**src/design/irq_ctrl_pkg.sv**
```systemverilog
// Purpose: Shared constants and types for the vectored interrupt controller
// Assumes: 32-bit classic Wishbone slave, 50 MHz system clock
// Notes: Register map offsets are byte addresses
package irq_ctrl_pkg;
    localparam int NUM_SRC = 128;
    localparam int NUM_SW = 8;
    localparam int SRC_W = 7;
    localparam int PRI_W = 4;
    localparam int VEC_W = 9;
    localparam int PRI_WORDS = NUM_SRC / 8;
    // ******************************
    // Register map
    // ******************************
    localparam logic [11:0] OFF_CTRL = 12'h000;
    localparam logic [11:0] OFF_MASK = 12'h004;
    localparam logic [11:0] OFF_ACK = 12'h008;
    localparam logic [11:0] OFF_SWSET = 12'h00c;
    localparam logic [11:0] OFF_SWCLR = 12'h010;
    localparam logic [11:0] OFF_STATUS = 12'h014;
    localparam logic [11:0] OFF_PEND0 = 12'h020;
    localparam logic [11:0] OFF_PRI0 = 12'h100;
    localparam logic [11:0] OFF_PRI_END = 12'h140;
    localparam logic [11:0] OFF_PEND_END = 12'h030;
    localparam logic [3:0] MASK_RST = 4'h0;
    localparam logic [PRI_W-1:0] PRI_RST = 4'h0;
    localparam logic [VEC_W-1:0] VEC_BASE = 9'h000;
    localparam int CTRL_EN_BIT = 0;
    localparam int ST_REQ_BIT = 31;
    localparam logic [31:0] BAD_READ = 32'h0000_0000;

    typedef struct packed {
        logic cyc;
        logic stb;
        logic we;
        logic [3:0] sel;
        logic [11:0] adr;
        logic [31:0] dat;
    } wb_req_s;

    typedef struct packed {
        logic valid;
        logic [PRI_W-1:0] pri;
        logic [SRC_W-1:0] src;
    } cand_s;

    typedef enum logic [2:0] {
        CORE_IDLE = 3'b001,
        CORE_REQ = 3'b010,
        CORE_SERV = 3'b100
    } core_state_e;
endpackage

```
**src/design/irq_pick.sv**
```systemverilog
// Purpose: Two-way priority pick for the arbitration tree
// Assumes: Lower source index wins a tie
// Notes: Pure combinational
`timescale 1ns/100ps
module irq_pick
    import irq_ctrl_pkg::*;
(
    input wire cand_s a_in,
    input wire cand_s b_in,
    output cand_s win_out
);
    wire b_wins = b_in.valid && (!a_in.valid || (b_in.pri > a_in.pri));
    assign win_out = b_wins ? b_in : a_in;
endmodule // irq_pick

```
**src/design/vectored_irq_controller.sv**
```systemverilog
// Purpose: Priority-based preemptive vectored interrupt controller
// Assumes: Request inputs are levels synchronous to clk_in
// Notes: Wishbone classic slave; ack one cycle after request
//
// Contract
// - Up to 128 sources, each serviced with its own distinct 9-bit vector.
// - Every source has a software-written priority among sixteen levels.
// - Equal-priority ties resolve by fixed order: lowest source number wins.
// - A request above the level in service preempts and reaches the core.
// - Requests not above the current priority mask are withheld.
// - Eight software-set sources arbitrate and vector like peripheral sources.
// - The non-maskable input goes straight to the critical interrupt output.
`timescale 1ns/100ps
module vectored_irq_controller
    import irq_ctrl_pkg::*;
(
    input wire logic clk_in,
    input wire logic rst_in,
    input wire logic wb_cyc_in,
    input wire logic wb_stb_in,
    input wire logic wb_we_in,
    input wire logic [3:0] wb_sel_in,
    input wire logic [11:0] wb_adr_in,
    input wire logic [31:0] wb_dat_in,
    output logic [31:0] wb_dat_out,
    output logic wb_ack_out,
    input wire logic [NUM_SRC-NUM_SW-1:0] periph_irq_in,
    input wire logic nmi_in,
    input wire logic core_ack_in,
    output logic core_irq_out,
    output logic [VEC_W-1:0] core_vec_out,
    output logic core_crit_out
);
    // ******************************
    // Bus decode
    // ******************************
    wb_req_s req;
    assign req = '{cyc: wb_cyc_in, stb: wb_stb_in, we: wb_we_in, sel: wb_sel_in,
                   adr: wb_adr_in, dat: wb_dat_in};
    wire bus_go = req.cyc && req.stb && !wb_ack_out;
    // Writes land on the edge where the master samples ack high
    wire wr_go = req.cyc && req.stb && req.we && wb_ack_out;
    wire hit_ctrl = (req.adr == OFF_CTRL);
    wire hit_mask = (req.adr == OFF_MASK);
    wire hit_ack = (req.adr == OFF_ACK);
    wire hit_swset = (req.adr == OFF_SWSET);
    wire hit_swclr = (req.adr == OFF_SWCLR);
    wire hit_status = (req.adr == OFF_STATUS);
    wire hit_pend = (req.adr >= OFF_PEND0) && (req.adr < OFF_PEND_END);
    wire hit_pri = (req.adr >= OFF_PRI0) && (req.adr < OFF_PRI_END);
    wire [1:0] pend_idx = req.adr[3:2];
    wire [3:0] pri_idx = req.adr[5:2];

    // ******************************
    // State
    // ******************************
    logic en_q;
    logic [3:0] mask_q;
    logic [NUM_SW-1:0] sw_q;
    logic [NUM_SW-1:0] sw_d;
    logic [PRI_W-1:0] pri_q [NUM_SRC];
    logic [PRI_W-1:0] cur_q;
    logic [PRI_W-1:0] cur_d;
    logic [PRI_W-1:0] stack_q [16];
    logic [4:0] sp_q;
    logic [4:0] sp_d;
    logic req_q;
    logic [VEC_W-1:0] vec_q;
    logic [PRI_W-1:0] req_pri_q;
    logic [31:0] rdat_d;
    core_state_e st_q;
    core_state_e st_d;

    wire [NUM_SRC-1:0] raw_req = {sw_q, periph_irq_in};
    wire sw_set_go = wr_go && hit_swset;
    wire sw_clr_go = wr_go && hit_swclr;
    // Set wins over a clear in the same write cycle window
    assign sw_d = (sw_q & ~(sw_clr_go ? req.dat[NUM_SW-1:0] : '0))
                | (sw_set_go ? req.dat[NUM_SW-1:0] : '0);

    // ******************************
    // Arbitration tree
    // ******************************
    cand_s lvl [2*NUM_SRC-1];
    genvar gi;
    generate
        for (gi = 0; gi < NUM_SRC; gi++)
        begin : g_leaf
            assign lvl[NUM_SRC-1+gi] = '{valid: raw_req[gi], pri: pri_q[gi],
                                         src: SRC_W'(gi)};
        end
        for (gi = 0; gi < NUM_SRC-1; gi++)
        begin : g_node
            irq_pick u_pick (
                .a_in(lvl[2*gi+1]),
                .b_in(lvl[2*gi+2]),
                .win_out(lvl[gi])
            );
        end
    endgenerate
    cand_s best;
    assign best = lvl[0];
    // Level 0 never interrupts, so mask 0 still blocks priority 0
    wire above = best.valid && en_q && (best.pri > mask_q) && (best.pri > cur_q);
    wire [VEC_W-1:0] best_vec = VEC_BASE + VEC_W'(best.src);
    wire replace = above && (!req_q || best.pri > req_pri_q);
    wire take = req_q && core_ack_in;
    wire eoi = wr_go && hit_ack && (sp_q != 5'h00);

    // ******************************
    // Core-facing sequencing
    // ******************************
    always_comb
    begin
        st_d = st_q;
        cur_d = cur_q;
        sp_d = sp_q;
        case (st_q)
            CORE_IDLE, CORE_SERV:
            begin
                if (replace)
                begin
                    st_d = CORE_REQ;
                end
            end
            CORE_REQ:
            begin
                if (take)
                begin
                    st_d = CORE_SERV;
                end
            end
            default:
            begin
                st_d = CORE_IDLE;
            end
        endcase
        if (take)
        begin
            cur_d = req_pri_q;
            sp_d = sp_q + 5'h01;
        end
        else if (eoi)
        begin
            cur_d = stack_q[4'(sp_q - 5'h01)];
            sp_d = sp_q - 5'h01;
            if (st_q == CORE_SERV && sp_q == 5'h01 && !replace)
            begin
                st_d = CORE_IDLE;
            end
        end
    end

    always_ff @(posedge clk_in or posedge rst_in)
    begin
        if (rst_in)
        begin
            st_q <= CORE_IDLE;
            req_q <= 1'b0;
            vec_q <= '0;
            req_pri_q <= PRI_RST;
            cur_q <= PRI_RST;
            sp_q <= 5'h00;
        end
        else
        begin
            st_q <= st_d;
            cur_q <= cur_d;
            sp_q <= sp_d;
            if (replace && !take)
            begin
                req_q <= 1'b1;
                vec_q <= best_vec;
                req_pri_q <= best.pri;
            end
            else if (take)
            begin
                req_q <= 1'b0;
            end
        end
    end

    // Saved levels for nested service; depth 16 covers every level
    always_ff @(posedge clk_in)
    begin
        if (take && !sp_q[4])
        begin
            stack_q[sp_q[3:0]] <= cur_q;
        end
    end

    // ******************************
    // Register writes
    // ******************************
    always_ff @(posedge clk_in or posedge rst_in)
    begin
        if (rst_in)
        begin
            en_q <= 1'b0;
            mask_q <= MASK_RST;
            sw_q <= '0;
        end
        else
        begin
            sw_q <= sw_d;
            if (wr_go && hit_ctrl && req.sel[0])
            begin
                en_q <= req.dat[CTRL_EN_BIT];
            end
            if (wr_go && hit_mask && req.sel[0])
            begin
                mask_q <= req.dat[3:0];
            end
        end
    end

    generate
        for (gi = 0; gi < NUM_SRC; gi++)
        begin : g_pri
            localparam int W = gi / 8;
            localparam int F = gi % 8;
            always_ff @(posedge clk_in or posedge rst_in)
            begin
                if (rst_in)
                begin
                    pri_q[gi] <= PRI_RST;
                end
                else if (wr_go && hit_pri && pri_idx == 4'(W) && req.sel[F/2])
                begin
                    pri_q[gi] <= req.dat[F*4 +: 4];
                end
            end
        end
    endgenerate

    // ******************************
    // Register reads
    // ******************************
    logic [31:0] pri_word;
    always_comb
    begin
        pri_word = '0;
        for (int k = 0; k < 8; k++)
        begin
            pri_word[k*4 +: 4] = pri_q[{pri_idx, 3'(k)}];
        end
    end

    always_comb
    begin
        rdat_d = BAD_READ;
        if (hit_ctrl)
        begin
            rdat_d = {31'h0, en_q};
        end
        else if (hit_mask)
        begin
            rdat_d = {28'h0, mask_q};
        end
        else if (hit_ack)
        begin
            rdat_d = {23'h0, vec_q};
        end
        else if (hit_swset || hit_swclr)
        begin
            rdat_d = {24'h0, sw_q};
        end
        else if (hit_status)
        begin
            rdat_d = {req_q, 14'h0, core_crit_out, 3'h0, sp_q, cur_q, best.pri};
        end
        else if (hit_pend)
        begin
            rdat_d = raw_req[pend_idx*32 +: 32];
        end
        else if (hit_pri)
        begin
            rdat_d = pri_word;
        end
    end

    always_ff @(posedge clk_in or posedge rst_in)
    begin
        if (rst_in)
        begin
            wb_ack_out <= 1'b0;
            wb_dat_out <= '0;
        end
        else
        begin
            wb_ack_out <= bus_go;
            if (bus_go && !req.we)
            begin
                wb_dat_out <= rdat_d;
            end
        end
    end

    // Critical path bypasses mask and arbitration
    assign core_crit_out = nmi_in;
    assign core_irq_out = req_q;
    assign core_vec_out = vec_q;
endmodule // vectored_irq_controller

```
**config.mk**
```make
export PLATFORM = sky130hd
export DESIGN_NAME = vectored_irq_controller
export DESIGN_NICKNAME = d
export VERILOG_FILES = /design/src/design/irq_ctrl_pkg.sv /design/src/design/irq_pick.sv /design/src/design/vectored_irq_controller.sv
export SDC_FILE = /design/constraint.sdc
export NUM_CORES = 2
export LEC_CHECK = 0
export BUFFER_PORTS_ARGS = -buffer_cell sky130_fd_sc_hd__buf_2
export CORE_MARGIN = 1
export CORE_UTILIZATION = 40
export DETAILED_ROUTE_END_ITERATION = 12
export GPL_ROUTABILITY_DRIVEN = 0
export REMOVE_ABC_BUFFERS = 1
export SYNTH_ARGS = -nofsm -noshare
export SYNTH_HDL_FRONTEND = slang
export SYNTH_SLANG_ARGS = --single-unit
```
**constraint.sdc**
```tcl
create_clock -name clk_in -period 27.8 [get_ports clk_in]
set_input_delay 1.39 -clock clk_in [delete_from_list [all_inputs] [get_ports clk_in]]
set_output_delay 1.39 -clock clk_in [all_outputs]
set_load 0.02 [all_outputs]
```
* After elaboration in Yosys (flattened, before gate mapping) *
Memory sizes are Yosys's and may differ from the RTL's.
Cells that the tools add are included.
Widths: inputs -> output; s select.

storage, ports and cells
  bits in registers = 579
  RAM bits = 64
  input port bits = 175
  output and inout bits = 44
  logic and storage cells = 979
  memories kept = 1

memory list
  memory   words  bits a word  read ports  clocked after Yosys merged registers in  write ports  line                           text
  stack_q  16     4            1           0                                        1            vectored_irq_controller.sv:64  logic [PRI_W-1:0] stack_q [16];

operators by class
  add/subtract/negate cells = 2
  magnitude comparators = 142
  eq/ne operators = 20
  shift-type cells = 1
  mux-type cells = 168
  bitwise gates (word level) = 11
  reduce and logical (&&, ||, !) cells = 496

operator list
  cell                 number
  $mux 12              127
  $gt 4x4->1           130
  $logic_and 1x1->1    230
  $bmux 4 s7           8
  $mux 32              7
  $logic_not 1->1      132
  $logic_or 1x1->1     129
  $shiftx 128x8->32    1
  $mux 4               18
  $ge 8x8->1 const B   8
  $not 7->8            8
  $eq 4x4->1 const B   8
  $eq 12x4->1 const B  2
  $eq 12x5->1 const B  2
  $eq 4x3->1 const B   4
  $mux 8               2
  $eq 12x3->1 const B  1
  $ge 12x6->1 const B  1
  $ge 12x9->1 const B  1
  $logic_not 12->1     1
  $lt 12x6->1 const B  1
  $lt 12x9->1 const B  1
  $mux 5               2
  $and 8x8->8          1
  other kinds (10)     15

* Depth between registers and ports, before layout *
  depth after elaboration = 34
  mapped depth = 72
  depth with buffers taken out = 68

* Cells and area by module *
From an unflattened synthesis, not the netlist that was laid out.

unflattened totals
  cells, all modules = 5725
  area, all modules = 68236.7 µm²

modules (own cells, without submodules)
  module                   times used  cells each  area an instance (µm²)  seq. area each (µm²)
  irq_pick                 127         29          296.5                   0.0
  vectored_irq_controller  1           2042        30576.8                 16410.7

* Worst setup path before layout *
OpenSTA, ideal clock, no wires.

  path kind = input port to flip-flop
  start = in periph_irq_in[118]
  end = reg vec_q[4] (netlist: core_vec_out[4])
  library setup time = 125 ps
  arrival = 12806 ps
  data required time = 27675 ps
  slack = 14869 ps
  cell stages on the path = 62
  path through = nand3_1 o21ai_0 a31oi_1 mux2i_1 inv_1 ha_1 o21ai_0 a21oi_1 o31ai_2 mux2i_1 ha_1 nor2b_1 o31ai_1 a211oi_4 or2_2 o22ai_1 a21oi_2 ha_1 [... 26 more ...] o21ai_0 nand2b_1 a21oi_1 a41o_1 a21o_1 nor2_1 a221oi_4 inv_1 ha_1 nor2b_1 o21ai_0 nand2b_1 a21oi_1 nor3_1 o21ai_0 a21oi_1 clkbuf_1 mux2_2

RTL lines
  element               line                            text
  start, declared       vectored_irq_controller.sv:27   input wire logic [NUM_SRC-NUM_SW-1:0] periph_irq_in,
  end signal, assigned  vectored_irq_controller.sv:173  vec_q <= best_vec;
  end, declared         vectored_irq_controller.sv:68   logic [VEC_W-1:0] vec_q;

==> run_results.csv <==
group,metric,value,unit
outcome,outcome,"complete, but fails checks",
outcome,failed_checks,"max-capacitance violations, max-slew violations",
synth,synth_edf_count,64,
synth,synth_flop_cell,"dfrtp_1",
place,dp_hpwl,164000,µm
grt,grt_overflow,0,
synth,synth-simple-area-share,0.110,
grt,grt_first_pass_wirelength,297000,µm
critical_path,reg2reg_setup_slack,11.33,ns
critical_path,criticalPathCategory,"in2reg",
synth,yosys_warnings,0,
grt,grt_max_degree,97,
grt,antenna_found_initial,29,
clocking,holdBufCountCts,0,
timing,skew,0.0574,ns
synth,yosysMostFrequentCell,"dfrtp_1",
synth,async_flop_share,0.900,
synth,ys_seq_area_frac,0.308,
finish,syn2layout_area_growth,11.1,%
pwr,p_leak,27.3,nW
critical_path,critPathMaxFanout,21,
floorplanning,io_pins,219,
synth,synth_cell_types,120,
floorplanning,rows,133,
finish,design_area,59100,µm²
floorplanning,initial_core_util,0.404,
route,drc,0,
synth,syn_area,53200,µm²
route,via_per_inst,6.34,
clocking,cts_made_buffers,78,
place,place_area,56100,µm²
timing,setup_ws,11.30,ns
floorplanning,die_w,367,µm
run,cap_viol_max_count,1,
route,drt_iter0_drc,5166,
place,io_buffers,216,
clocking,clk_pin_slew,0.06,ns
finish,final_nets,6008,
synth,synthMuxAreaShare,0.260,
timing,finalSetupViolCount,0,
finish,layout-drive-gt1-share,0.236,
synth,ys_seq_elements,643,
critical_path,crit_path_end_kind,"register",
timing,tns,0,ns
critical_path,slowest_delay,1.18,ns
synth,netlist.area_leader.share,0.272,
route,ant_nets,0,
timing,finalMaxSlewViolations,4,
synth,synth_commonest_cells,"dfrtp_1 (579), mux2_2 (565), inv_1 (526)",
clocking,cts-root-buf,"clkbuf_16",
critical_path,setup.worst_path.start_class,"input pin",
clocking,cts_buffer_depth,3,
pwr,ir_worst_vdd,0.0651,mV
clocking,clock-sinks,643,
synth,synth_top_area_cell,"dfrtp_1",
min_path,hp-class,"reg2reg",
synth,synth_compound_area_frac,0.148,
synth,synth_xor_area_frac,0.000823,
clocking,clk_latency,0.69,ns
synth,syn-instance-count,5141,
route,routedWlPerCell,28.9,µm
route,num_vias,45300,
clocking,cts_resized,0,
synth,synth_top_family_by_area,"multiplexers",
timing,tightest_slew,1.61,ns
pwr,p_per_area,48.2,nW/µm²
timing,rsz0062_at_grt,"false",
synth,synthAdderAreaFrac,0.123,
route,drt-total-wl,206000,µm
timing,relSlewSlack,-0.0851,
floorplanning,core_area,132000,µm²
timing,fmax,60.6,MHz
timing,post-route-period-util,0.594,
clocking,post_cts_buffers,0,
critical_path,cpMaxStageDelayCell,"nor4bb_1",
place,pre_cts_ws,11.55,ns
floorplanning,design.die.area,134000,µm²
timing,fin_crit,16.50,ns
floorplanning,die_h,367,µm
route,dr.pass1.iters,6,
synth,ys_top_cells_by_area,"dfrtp_1 (27%), ha_1 (12%), mux2_2 (12%)",
synth,synth.avg_cell_area,10.3,µm²
clocking,h-tree-depth,3,
critical_path,path_common_cell,"a21oi_1",
grt,grtUsageTotal,0.300,
critical_path,cp.arrival,16.97,ns
timing,hold_violations,0,
critical_path,crit_required,28.27,ns
finish,final.fill_count,12400,
grt,grt_pass1_vias,42800,
clocking,cts_tree,"done",
[power by group]
group / switching, mW / leakage [nW] / internal [mW]
logic: 0.470 / 17.0 / 0.233
clock network: 0.453 / 1.46 / 0.739
registers: 0.00282 / 8.80 / 0.950
[state kept, by name, indices dropped and copies added (netlist names)]
signal and count:
wb_dat_out 32, wb_ack_out 1, cur_q 4, stack_q 64, sp_q 5, mask_q 4
lvl 512, core_irq_out 1, sw_q 8, req_pri_q 4, core_vec_out 7, en_q 1
[kinds of logic after synthesis]
kind of cell / count (synthesis)
flip-flops: 643
AO/OA/AOI/OAI: 1109
AND/OR/NAND/NOR: 1127
adder cells (fa/ha/maj): 524
buffers and inverters: 689
XOR/XNOR: 5
multiplexers: 1043
other: 1
[stage by stage]
| step | util | std cells | power [mW] | hold WS, ns |
|---|---|---|---|---|
| 2_1_floorplan | - | 4981 | 1.39 | 0.495 |
| 6_report | 0.449 | 7142 | 2.85 | 0.493 |
| 5_1_grt | 0.448 | 7132 | 2.93 | 0.527 |
| 3_3_place_gp | 0.426 | 6983 | 1.64 | 0.483 |
| 3_5_place_dp | 0.426 | 6983 | 1.64 | 0.489 |
| 4_1_cts | 0.448 | 7129 | 2.83 | 0.502 |
[final cells by class]
class / count / area, µm² / share of cell area
clock inverters: 44 / 764 / 0.0129
well taps: 1755 / 2200 / 0.0371
inverters: 528 / 1990 / 0.0336
repair buffers: 248 / 1340 / 0.0226
multi-input cells: 3810 / 34200 / 0.578
flip-flops and latches: 643 / 16400 / 0.278
diodes: 12 / 30.0 / 0.000508
clock buffers: 102 / 2230 / 0.0378
[worst paths after layout]
path                                        start               to  cells after the start
worst max-delay path            periph_irq_in[34]  core_vec_out[0]                     59
worst min-delay path                   wb_ack_out       wb_ack_out                      1
worst max register to register          lvl[1125]  core_vec_out[0]                     60
worst min register to register         wb_ack_out       wb_ack_out                      1
max in group asynchronous                  rst_in         lvl[283]                      4
min in group asynchronous                  rst_in         lvl[907]                      2
[placed cells by master, fill, tap and decap left out, types with 18 or more instances in the layout]
| cell | synthesis | layout |
|---|---|---|
| nand4_1 | 88 | 88 |
| a22oi_1 | 18 | 18 |
| nor2b_1 | 132 | 131 |
| bufinv_16 | 0 | 18 |
| ha_1 | 524 | 524 |
| edfxtp_1 | 64 | 64 |
| o21ai_0 | 179 | 179 |
| nand3_1 | 86 | 86 |
| o22ai_1 | 68 | 68 |
| o21a_1 | 52 | 52 |
| clkbuf_16 | 0 | 80 |
| a221oi_1 | 21 | 21 |
| nand2b_1 | 69 | 69 |
| nand2_1 | 292 | 292 |
| o21ai_1 | 18 | 18 |
| o21bai_1 | 38 | 38 |
| a32o_1 | 22 | 22 |
| or2_2 | 21 | 21 |
| and2_1 | 23 | 23 |
| buf_4 | 3 | 31 |
| mux2_2 | 565 | 565 |
| a22o_1 | 43 | 43 |
| a31oi_1 | 24 | 24 |
| mux4_2 | 211 | 211 |
| inv_1 | 526 | 525 |
| nor4_1 | 24 | 24 |
| o211ai_1 | 52 | 52 |
| nor3_1 | 38 | 38 |
| and3_1 | 26 | 26 |
| a21oi_1 | 209 | 208 |
| a211o_1 | 20 | 20 |
| dfrtp_1 | 579 | 579 |
| buf_2 | 29 | 215 |
| o31ai_1 | 28 | 28 |
| a211oi_1 | 74 | 74 |
| mux2i_1 | 262 | 262 |
| nor2_1 | 236 | 235 |
| a21o_1 | 21 | 21 |
[per-layer routing]
metal | global-route usage | vias to the layer above | share of wire
li1 | - | 19800 | -
met1 | 0.402 | 22600 | 0.41
met2 | 0.426 | 2384 | 0.41
met3 | 0.0808 | 539 | 0.10
met4 | 0.189 | 20 | 0.075
met5 | 0 | - | 0.00068
[critical path, delay by kind of cell]
| kind | cells | cell delay (ns) |
|---|---|---|
| compound gates | 29 | 8.81 |
| mux | 1 | 0.62 |
| buf+inv | 7 | 1.01 |
| fa+ha+maj | 7 | 2.13 |
| simple gates | 15 | 2.95 |
(Power assumes the default switching activity.)
